File: config.mk
export PLATFORM = sky130hd
export DESIGN_NAME = cbh_bus_unit
export DESIGN_NICKNAME = d
export VERILOG_FILES = /design/src/common/cbh_pkg.sv /design/src/core/cbh_pin_sync.sv /design/src/core/cbh_bus_unit.sv
export SDC_FILE = /design/constraint.sdc
export NUM_CORES = 1
export LEC_CHECK = 0
export ABC_AREA = 1
export BUFFER_PORTS_ARGS = -buffer_cell sky130_fd_sc_hd__clkbuf_2
export CAP_MARGIN = 20
export CORE_ASPECT_RATIO = 1.75
export CORE_UTILIZATION = 47
export CTS_CLUSTER_SIZE = 28
export DETAILED_ROUTE_END_ITERATION = 6
export GPL_ROUTABILITY_DRIVEN = 0
export PLACE_DENSITY = 0.75
export SYNTH_ARGS = -nofsm -noshare
export SYNTH_HDL_FRONTEND = slang
export SYNTH_SLANG_ARGS = --single-unit
File: constraint.sdc
create_clock -name clk_i -period 1.8 [get_ports clk_i]
set_clock_uncertainty 0.15 [all_clocks]
set_input_delay 0 -clock clk_i [delete_from_list [all_inputs] [get_ports clk_i]]
set_output_delay 0 -clock clk_i [all_outputs]
set_load 0.02 [all_outputs]
File: src/common/cbh_pkg.sv
// constants and types shared by the bus cycle and hold unit
package cbh_pkg;

    // ************************
    // widths
    // ************************
    localparam int CBH_ADDR_W = 23;
    localparam int CBH_DATA_W = 16;

    // ************************
    // cycle definition {mem_io, data_ctl, write_read}
    // ************************
    localparam logic [2:0] CBH_CYC_INTA = 3'h0;
    localparam logic [2:0] CBH_CYC_NEVER = 3'h1;
    localparam logic [2:0] CBH_CYC_IO_RD = 3'h2;
    localparam logic [2:0] CBH_CYC_IO_WR = 3'h3;
    localparam logic [2:0] CBH_CYC_CODE = 3'h4;
    localparam logic [2:0] CBH_CYC_HALT = 3'h5;
    localparam logic [2:0] CBH_CYC_MEM_RD = 3'h6;
    localparam logic [2:0] CBH_CYC_MEM_WR = 3'h7;

    // ************************
    // byte enables {upper_n, lower_n}
    // ************************
    localparam logic [1:0] CBH_BE_WORD = 2'h0;
    localparam logic [1:0] CBH_BE_UPPER = 2'h1;
    localparam logic [1:0] CBH_BE_LOWER = 2'h2;
    localparam logic [1:0] CBH_BE_NONE = 2'h3;

    // ************************
    // special cycle addresses, word address bits addr_out
    // ************************
    localparam logic [22:0] CBH_HALT_ADDR = 23'h00_0001;
    localparam logic [22:0] CBH_SHUT_ADDR = 23'h00_0000;

    // ************************
    // reset values
    // ************************
    localparam logic [2:0] CBH_RST_CYC = CBH_CYC_CODE;
    localparam logic [1:0] CBH_RST_BE = CBH_BE_WORD;
    localparam logic [22:0] CBH_RST_ADDR = 23'h00_0000;
    localparam logic [15:0] CBH_RST_DATA = 16'h0000;
    // sync reset pattern {nmi, hold, na_n, ready_n, data}
    localparam logic [19:0] CBH_SYNC_RST = 20'h3_0000;

    typedef enum logic [2:0] {
        CBH_S_IDLE = 3'b000,
        CBH_S_T1 = 3'b001,
        CBH_S_T2 = 3'b010,
        CBH_S_FLOAT = 3'b011,
        CBH_S_HOLD = 3'b100
    } cbh_state_type;

endpackage

File: src/core/cbh_pin_sync.sv
// two-flop synchroniser for pin inputs
`timescale 1ns/1ps
`default_nettype none
module cbh_pin_sync
#(
    parameter int W = 1,
    parameter logic [W-1:0] RST_VAL = '0
)
(
    // clock and reset
    input wire logic clk_i,
    input wire logic rst_b_i,
    // pins in, synchronised out
    input wire logic [W-1:0] pin_i,
    output logic [W-1:0] sync_o
);
    logic [W-1:0] meta_r;
    logic [W-1:0] meta_nxt;
    logic [W-1:0] sync_r;
    logic [W-1:0] sync_nxt;

    if (W < 1)
    begin : g_chk
        $error("cbh_pin_sync: width must be at least one");
    end

    always_comb
    begin
        meta_nxt = pin_i;
        sync_nxt = meta_r;
    end

    always_ff @(posedge clk_i or negedge rst_b_i)
    begin
        if (!rst_b_i)
        begin
            meta_r <= RST_VAL;
            sync_r <= RST_VAL;
        end
        else
        begin
            meta_r <= meta_nxt;
            sync_r <= sync_nxt;
        end
    end

    assign sync_o = sync_r;
endmodule
`default_nettype wire

File: src/core/cbh_bus_unit.sv
// local bus cycle, pipelining and hold unit
// Operation
// - cycle type coded on three definition outputs; code 001 never driven
// - halt puts address 2, shutdown address 0, upper enable off, lower on
// - byte enables: word 00, upper 01, lower 10, never 11
// - definition valid with strobe; lock valid only when cycle begins
// - lock asserts at first locked cycle begin, releases on final ready
// - cycle begins on ready with strobe pending, or strobe from idle
// - lock for locked instructions, exchange, descriptor updates, interrupt acknowledge
// - strobe only with valid address and definition, held stable meanwhile
// - pipelined strobe stays active until previous cycle gets ready
// - ready latches read data for reads and acknowledges, ends writes
// - ready ignored in first bus state, sampled after, wait states meanwhile
// - next-address request with pending request drives next cycle early
// - next-address request ignored when strobe or ready activates
// - on hold grant float bus first, then raise acknowledge
// - hold negated: drop acknowledge and drive bus in same clock
// - hold ignored during reset; reset leaves bus idle and driven
// - one interrupt edge remembered during hold, delivered after release
// - hold granted only after the current bus operation ends
// - split transfers internally locked; hold deferred, lock pin untouched
// - input clock divided by two; each input period one phase
// - cycle lasts at least two internal clocks, more without ready
`timescale 1ns/1ps
`default_nettype none
module cbh_bus_unit
    import cbh_pkg::*;
#(
    parameter int ADDR_W = CBH_ADDR_W,
    parameter int DATA_W = CBH_DATA_W
)
(
    // clock and reset
    input wire logic clk_i,
    input wire logic rst_b_i,
    // internal bus requests
    input wire logic req_valid_i,
    input wire logic [2:0] req_cyc_i,
    input wire logic [ADDR_W-1:0] req_addr_i,
    input wire logic [1:0] req_be_n_i,
    input wire logic [DATA_W-1:0] req_wdata_i,
    input wire logic req_lock_i,
    input wire logic req_split_more_i,
    input wire logic req_shutdown_i,
    output logic req_ready_o,
    // completion
    output logic [DATA_W-1:0] rd_data_o,
    output logic rd_valid_o,
    output logic cyc_done_o,
    // interrupt edge
    input wire logic nmi_i,
    output logic nmi_req_o,
    // bus pins
    output logic [ADDR_W-1:0] addr_out_o,
    output logic upper_byte_en_n_o,
    output logic lower_byte_en_n_o,
    output logic mem_io_o,
    output logic data_ctl_o,
    output logic write_read_o,
    output logic lock_n_o,
    output logic address_strobe_n_o,
    output logic bus_oe_o,
    input wire logic [DATA_W-1:0] data_io_i,
    output logic [DATA_W-1:0] data_io_o,
    output logic data_io_oe_o,
    input wire logic ready_n_i,
    input wire logic next_address_req_n_i,
    input wire logic hold_i,
    output logic bus_grant_ack_o
);
    if (ADDR_W != CBH_ADDR_W || DATA_W != CBH_DATA_W)
    begin : g_chk
        $error("cbh_bus_unit: only 23 address and 16 data bits are served");
    end

    function automatic logic cbh_is_write(input logic [2:0] c);
        cbh_is_write = (c == CBH_CYC_IO_WR) || (c == CBH_CYC_MEM_WR);
    endfunction

    function automatic logic cbh_is_locked(input logic [2:0] c, input logic l);
        cbh_is_locked = l || (c == CBH_CYC_INTA);
    endfunction

    // ************************
    // pin synchronisers
    // ************************
    logic [19:0] syn;
    cbh_pin_sync #(.W(20), .RST_VAL(CBH_SYNC_RST)) u_sync (
        .clk_i(clk_i),
        .rst_b_i(rst_b_i),
        .pin_i({nmi_i, hold_i, next_address_req_n_i, ready_n_i, data_io_i}),
        .sync_o(syn)
    );
    logic nmi_s;
    logic hold_s;
    logic na_s;
    logic ready_s;
    logic [DATA_W-1:0] din_s;
    assign nmi_s = syn[19];
    assign hold_s = syn[18];
    assign na_s = !syn[17];
    assign ready_s = !syn[16];
    assign din_s = syn[15:0];

    // ************************
    // bus state group
    // ************************
    cbh_state_type state_r, state_nxt;
    logic ph_r, ph_nxt;
    logic [ADDR_W-1:0] addr_r, addr_nxt;
    logic [1:0] be_r, be_nxt;
    logic [2:0] cyc_r, cyc_nxt;
    logic ads_n_r, ads_n_nxt;
    logic lock_n_r, lock_n_nxt;
    logic oe_r, oe_nxt;
    logic ack_r, ack_nxt;
    logic [DATA_W-1:0] dout_r, dout_nxt;
    logic doe_r, doe_nxt;
    logic [2:0] cur_cyc_r, cur_cyc_nxt;
    logic pipe_r, pipe_nxt;
    logic pipe_lock_r, pipe_lock_nxt;
    logic [DATA_W-1:0] pipe_data_r, pipe_data_nxt;
    logic split_r, split_nxt;
    logic [DATA_W-1:0] rdata_r, rdata_nxt;
    logic rvalid_r, rvalid_nxt;
    logic done_r, done_nxt;
    logic take;
    logic can_issue;
    logic hold_ok;
    logic [ADDR_W-1:0] eff_addr;
    logic [1:0] eff_be;
    logic req_lk;

    always_comb
    begin
        can_issue = req_valid_i && (req_cyc_i != CBH_CYC_NEVER);
        hold_ok = hold_s && !split_r && lock_n_r;
        req_lk = cbh_is_locked(req_cyc_i, req_lock_i);
        if (req_cyc_i == CBH_CYC_HALT)
        begin
            eff_addr = req_shutdown_i ? CBH_SHUT_ADDR : CBH_HALT_ADDR;
            eff_be = CBH_BE_LOWER;
        end
        else
        begin
            eff_addr = req_addr_i;
            // both-off request folded to a word
            eff_be = (req_be_n_i == CBH_BE_NONE) ? CBH_BE_WORD : req_be_n_i;
        end
        // one bus state per two input clocks
        ph_nxt = !ph_r;
        state_nxt = state_r;
        addr_nxt = addr_r;
        be_nxt = be_r;
        cyc_nxt = cyc_r;
        ads_n_nxt = ads_n_r;
        lock_n_nxt = lock_n_r;
        oe_nxt = oe_r;
        ack_nxt = ack_r;
        dout_nxt = dout_r;
        doe_nxt = doe_r;
        cur_cyc_nxt = cur_cyc_r;
        pipe_nxt = pipe_r;
        pipe_lock_nxt = pipe_lock_r;
        pipe_data_nxt = pipe_data_r;
        split_nxt = split_r;
        rdata_nxt = rdata_r;
        rvalid_nxt = 1'b0;
        done_nxt = 1'b0;
        take = 1'b0;
        unique case (state_r)
            CBH_S_IDLE:
            begin
                if (ph_r && hold_ok)
                begin
                    state_nxt = CBH_S_FLOAT;
                    oe_nxt = 1'b0;
                    doe_nxt = 1'b0;
                end
                else if (ph_r && can_issue)
                begin
                    // strobe with address and definition together
                    take = 1'b1;
                    state_nxt = CBH_S_T1;
                    ads_n_nxt = 1'b0;
                    addr_nxt = eff_addr;
                    be_nxt = eff_be;
                    cyc_nxt = req_cyc_i;
                    cur_cyc_nxt = req_cyc_i;
                    dout_nxt = req_wdata_i;
                    doe_nxt = cbh_is_write(req_cyc_i);
                    split_nxt = req_split_more_i;
                    // cycle begins on strobe from idle
                    lock_n_nxt = !req_lk;
                end
            end
            CBH_S_T1:
            begin
                // ready not looked at in the first state
                if (ph_r)
                begin
                    state_nxt = CBH_S_T2;
                    ads_n_nxt = 1'b1;
                end
            end
            CBH_S_T2:
            begin
                if (ph_r && ready_s)
                begin
                    // latch read data, end the cycle
                    done_nxt = 1'b1;
                    if (!cbh_is_write(cur_cyc_r) && cur_cyc_r != CBH_CYC_HALT)
                    begin
                        rdata_nxt = din_s;
                        rvalid_nxt = 1'b1;
                    end
                    ads_n_nxt = 1'b1;
                    if (pipe_r)
                    begin
                        // pending strobe ends as its cycle begins
                        state_nxt = CBH_S_T1;
                        pipe_nxt = 1'b0;
                        cur_cyc_nxt = cyc_r;
                        dout_nxt = pipe_data_r;
                        doe_nxt = cbh_is_write(cyc_r);
                        // lock settles at the begin, not the strobe
                        lock_n_nxt = !pipe_lock_r;
                    end
                    else
                    begin
                        state_nxt = CBH_S_IDLE;
                        doe_nxt = 1'b0;
                        // release unless the next one is locked too
                        lock_n_nxt = lock_n_r || !(can_issue && req_lk);
                    end
                end
                else if (ph_r && na_s && !pipe_r && can_issue && !hold_ok)
                begin
                    // next address out before this cycle ends
                    take = 1'b1;
                    pipe_nxt = 1'b1;
                    ads_n_nxt = 1'b0;
                    addr_nxt = eff_addr;
                    be_nxt = eff_be;
                    cyc_nxt = req_cyc_i;
                    pipe_data_nxt = req_wdata_i;
                    pipe_lock_nxt = req_lk;
                    split_nxt = req_split_more_i;
                end
            end
            CBH_S_FLOAT:
            begin
                if (ph_r)
                begin
                    state_nxt = CBH_S_HOLD;
                    ack_nxt = 1'b1;
                end
            end
            CBH_S_HOLD:
            begin
                // acknowledge off and bus driven together
                if (ph_r && !hold_s)
                begin
                    state_nxt = CBH_S_IDLE;
                    ack_nxt = 1'b0;
                    oe_nxt = 1'b1;
                end
            end
            default:
            begin
                state_nxt = CBH_S_IDLE;
            end
        endcase
    end

    // reset wins over hold: idle, driven bus
    always_ff @(posedge clk_i or negedge rst_b_i)
    begin
        if (!rst_b_i)
        begin
            state_r <= CBH_S_IDLE;
            ph_r <= 1'b0;
            addr_r <= CBH_RST_ADDR;
            be_r <= CBH_RST_BE;
            cyc_r <= CBH_RST_CYC;
            ads_n_r <= 1'b1;
            lock_n_r <= 1'b1;
            oe_r <= 1'b1;
            ack_r <= 1'b0;
            dout_r <= CBH_RST_DATA;
            doe_r <= 1'b0;
            cur_cyc_r <= CBH_RST_CYC;
            pipe_r <= 1'b0;
            pipe_lock_r <= 1'b0;
            pipe_data_r <= CBH_RST_DATA;
            split_r <= 1'b0;
            rdata_r <= CBH_RST_DATA;
            rvalid_r <= 1'b0;
            done_r <= 1'b0;
        end
        else
        begin
            state_r <= state_nxt;
            ph_r <= ph_nxt;
            addr_r <= addr_nxt;
            be_r <= be_nxt;
            cyc_r <= cyc_nxt;
            ads_n_r <= ads_n_nxt;
            lock_n_r <= lock_n_nxt;
            oe_r <= oe_nxt;
            ack_r <= ack_nxt;
            dout_r <= dout_nxt;
            doe_r <= doe_nxt;
            cur_cyc_r <= cur_cyc_nxt;
            pipe_r <= pipe_nxt;
            pipe_lock_r <= pipe_lock_nxt;
            pipe_data_r <= pipe_data_nxt;
            split_r <= split_nxt;
            rdata_r <= rdata_nxt;
            rvalid_r <= rvalid_nxt;
            done_r <= done_nxt;
        end
    end

    // ************************
    // interrupt edge group
    // ************************
    logic nmi_prev_r, nmi_prev_nxt;
    logic nmi_mem_r, nmi_mem_nxt;
    logic nmi_req_r, nmi_req_nxt;
    logic in_hold;

    always_comb
    begin
        // float phase counts as hold so no edge slips out mid-handover
        in_hold = (state_r == CBH_S_FLOAT) || (state_r == CBH_S_HOLD);
        nmi_prev_nxt = nmi_s;
        nmi_mem_nxt = nmi_mem_r;
        nmi_req_nxt = 1'b0;
        if (in_hold)
        begin
            if (nmi_s && !nmi_prev_r)
            begin
                nmi_mem_nxt = 1'b1;
            end
        end
        else if (nmi_mem_r || (nmi_s && !nmi_prev_r))
        begin
            nmi_req_nxt = 1'b1;
            nmi_mem_nxt = 1'b0;
        end
    end

    always_ff @(posedge clk_i or negedge rst_b_i)
    begin
        if (!rst_b_i)
        begin
            nmi_prev_r <= 1'b0;
            nmi_mem_r <= 1'b0;
            nmi_req_r <= 1'b0;
        end
        else
        begin
            nmi_prev_r <= nmi_prev_nxt;
            nmi_mem_r <= nmi_mem_nxt;
            nmi_req_r <= nmi_req_nxt;
        end
    end

    // ************************
    // outputs
    // ************************
    assign req_ready_o = take;
    assign rd_data_o = rdata_r;
    assign rd_valid_o = rvalid_r;
    assign cyc_done_o = done_r;
    assign nmi_req_o = nmi_req_r;
    assign addr_out_o = addr_r;
    assign upper_byte_en_n_o = be_r[1];
    assign lower_byte_en_n_o = be_r[0];
    assign mem_io_o = cyc_r[2];
    assign data_ctl_o = cyc_r[1];
    assign write_read_o = cyc_r[0];
    assign lock_n_o = lock_n_r;
    assign address_strobe_n_o = ads_n_r;
    assign bus_oe_o = oe_r;
    assign data_io_o = dout_r;
    assign data_io_oe_o = doe_r;
    assign bus_grant_ack_o = ack_r;
endmodule
`default_nettype wire

==> metrics.md <==
| Metric | Value |
|---|---|
| Slew margin rel. | `72.9%` |
| Sw Ratio | `37.5%` |
| Most frequent cell after synthesis | `nand2_1` |
| Number of synthesized flops with an enable pin | `0` |
| Vias | `4720` |
| Proportion of synthesized chip area in sequential cells | `64.7%` |
| Failing checks | `setup timing` |
| Worst Slack Setup Final | `-0.00298 ns` |
| Worst skew pair latency | `0.41 ns` |
| LEAKAGE | `4.09 nW` |
| Final hold vios | `0` |
| Clock slew at reported path FFs | `0.06 ns` |
| Area delta synth->final | `46.8%` |
| Initial core utilization | `48.7%` |
| # IOs | `139` |
| Die Height | `142 um` |
| Placed Area | `6180 um2` |
| Post-Syn Nets | `626` |
| IO buf count | `138` |
| First-pass GRT wire length | `21700 um` |
| Setup_tns | `-0.00298 ns` |
| Vias in the first global route | `4673` |
| Reg power frac | `35.9%` |
| Total power | `12.8 mW` |
| Minimum clock period | `1.80 ns` |
| # diodes | `0` |
| WHS | `0.0771 ns` |
| Initial antenna violation count | `0` |
| Post-DP HPWL | `8480 um` |
| Synth cell types | `26` |
| TritonCTS buffer count | `17` |
| Worst Path Required | `1.65 ns` |
| Mean Syn Cell Area | `9.49 um2` |
| Post-synth top area share | `60.2%` |
| Arrival @ worst endpoint | `1.65 ns` |
| Worst path cell trace | `nor2_4, nand2_2, nor2_2, nand2_2, nand2_4, buf_12, clkbuf_8` |
| Area contributors post-synth | `dfrtp_1 60%, nand2_1 13%, nand3_1 6.0%` |
| YS warnings | `0` |
| Endpoint class of the critical path | `output port` |
| Die area | `11700 um2` |
| CP max stage cell | `dfrtp_1` |
| Final instance area | `7740 um2` |
| Clk sinks | `136` |
| Clock buffer depth | `2` |
| GRT overflow | `0` |
| RSZ-0062 raised after global routing | `true` |
| Final WL | `14000 um` |
| Ys async rst share | `100%` |
| Cell Rows | `50` |
| DRC Markers | `0` |
| GRT Total Usage | `24.9%` |
| # fillers | `763` |
| Top Family by Delay on Critical Path | `simple AND/OR/NAND/NOR gates` |
| Max Transition Viols Final | `0` |
| Maximum vdd drop | `0.00102 V` |
| Final net count | `855` |
| Clock network power share | `26.9%` |
| Core Util, Final | `71.5%` |
| Drt via density | `5.10` |
| CTS HTree Levels | `4` |
| Mapped Cells | `556` |
| Tcrit/Tclk final | `100%` |
| Chip Width | `82.1 um` |
| Max FO, Critical Path | `4` |
| WS Path Type | `flop to output port` |
| TritonRoute pass-1 iters | `5` |
| Layout cells sized above 1 | `29.3%` |
| Mapped Area | `5280 um2` |
| CTS tree | `yes` |
| Core area | `10800 um2` |
| Max-cap violations | `0` |
| CP Launch Type | `flop` |
| Register area | `3420 um2` |
| Hold/Removal Path Class | `primary input to flop` |
| Largest net degree at the start of global routing | `52` |
| Dominant cell type by area after synthesis | `dfrtp_1` |
| Commonest cells in the netlist | `181 x nand2_1, 127 x dfrtp_1, 63 x nand3_1, 51 x o21ai_0, 45 x inv_1` |
| Multi-input gate area | `1620 um2` |
| WP buf/inv | `2` |
| Max Clk Rate | `555 MHz` |
| Crit-path most repeated cell | `nand2_2` |
| P_int | `8.00 mW` |
| Max incr delay on CP | `0.41 ns` |
| Status | `finished with violations` |
| Root Driver | `clkbuf_16` |
| Initial DRC Count | `257` |
| Seq cells post-synth | `136` |
| Cell Pwr Density | `1650 nW/um2` |
| Switching power total | `4.80 mW` |
| ANT nets after route | `0` |
| Average wire per standard cell | `15.2 um` |
| Slew @ Worst Pin | `0.406 ns` |
| Comb power frac | `37.2%` |
| Main flop type after synthesis | `dfrtp_1` |
| Setup Viol. Count Final | `1` |
[final timing paths]
path | end | slack [ns] | depth (start not counted) | from
max in group asynchronous | cyc_r[2]$_DFFE_PN1P_ | 0.38 | 4 | rst_b_i
setup reg to reg | cur_cyc_r[2]$_DFFE_PN1P_ | 0.01 | 8 | lock_n_o$_DFFE_PN1P_
min in group asynchronous | rd_data_o[14]$_DFFE_PN0P_ | 0.47 | 3 | rst_b_i
hold / removal | u_sync.meta_r[17]$_DFF_PN1_ | 0.08 | 2 | next_address_req_n_i
hold reg to reg | u_sync.sync_o[6]$_DFF_PN0_ | 0.20 | 0 | u_sync.meta_r[6]$_DFF_PN0_
setup / recovery | req_ready_o | -0.003 | 7 | state_r[0]$_DFFE_PN0P_
[cells in the final DEF (no fill, tap or decap), types with 2 or more instances in the layout]
| master | instances |
|---|---|
| clkinvlp_4 | 2 |
| inv_1 | 42 |
| nor3_1 | 2 |
| nand3_2 | 4 |
| nand4_1 | 4 |
| nor3_2 | 2 |
| inv_6 | 2 |
| inv_2 | 4 |
| dfrtp_2 | 2 |
| dfrtp_1 | 125 |
| clkbuf_16 | 18 |
| nor2_4 | 4 |
| buf_12 | 8 |
| clkinv_4 | 4 |
| clkbuf_8 | 2 |
| nand2_1 | 180 |
| nor2_2 | 3 |
| nand3_1 | 59 |
| clkbuf_2 | 135 |
| buf_4 | 13 |
| buf_6 | 3 |
| nand2_4 | 4 |
| o21ai_1 | 15 |
| dfstp_2 | 9 |
| nor2_1 | 9 |
| dlygate4sd3_1 | 71 |
| clkinv_2 | 2 |
| a21oi_1 | 6 |
| bufinv_16 | 3 |
| nand2_2 | 3 |
| o21ai_0 | 48 |
[power groups by stage]
stage | Sequential, mW | Combinational, mW | Clock [mW]
finish | 4.59 | 4.77 | 3.45
global route | 4.72 | 5.25 | 3.64
CTS | 4.56 | 4.54 | 3.51
detailed placement | 4.60 | 4.18 | 0
global placement | 4.55 | 4.05 | 0
floorplan | 5.34 | 1.91 | 0
[state kept, by name, indices dropped and copies added, names as in the netlist, 2 cells and up]
register       count
be_r               2
cyc_r              3
pipe_data_r       16
state_r            3
u_sync.sync_o     20
u_sync.meta_r     20
rd_data_o         16
addr_out_o        23
cur_cyc_r          3
data_io_o         16
[metal layers]
layer / vias to the layer above / part of all wire, % / GRT usage (%)
met2: 192 / 55 / 43.6
met3: 24 / 5.6 / 6.86
met5: - / 0 / 0
li1: 2231 / - / -
met1: 2273 / 37 / 27.2
met4: 0 / 2.2 / 10.8
[per-stage QoR]
stage | worst slack, ns | instances
3_5_place_dp | 0.0888 | 814
2_1_floorplan | 0.113 | 556
4_1_cts | -0.0332 | 922
5_1_grt | -0.0749 | 926
6_report | -0.00298 | 926
3_3_place_gp | 0.111 | 814
[cell type report]
| cell class | count | area share (%) |
|---|---|---|
| Inverter | 48 | 2.46 |
| Multi-Input combinational cell | 348 | 21.0 |
| Tap cell | 130 | 2.10 |
| Clock buffer | 19 | 5.72 |
| Clock inverter | 11 | 1.94 |
| Sequential cell | 136 | 44.1 |
| Timing Repair Buffer | 234 | 22.7 |
[logic make-up (layout without fill, tap and decap cells)]
kind of cell           after synthesis  count (layout)  synth area share, %
flip-flops                         136             136                 64.7
AO/OA/AOI/OAI                       72              72                 6.95
buffers and inverters               72             312                 6.02
AND/OR/NAND/NOR                    276             276                 22.3
[repair_timing]
action / in CTS / in global routing
pin swaps: 5 / 5
hold buffers: 71 / 0
hold endpoints to repair: 224 / 0
buffers inserted: 6 / 3
cloned: 1 / 2
gates resized for setup: 12 / 26
endpoints found under the setup margin: 1 / 63
Power figures use the tool's default switching activity.
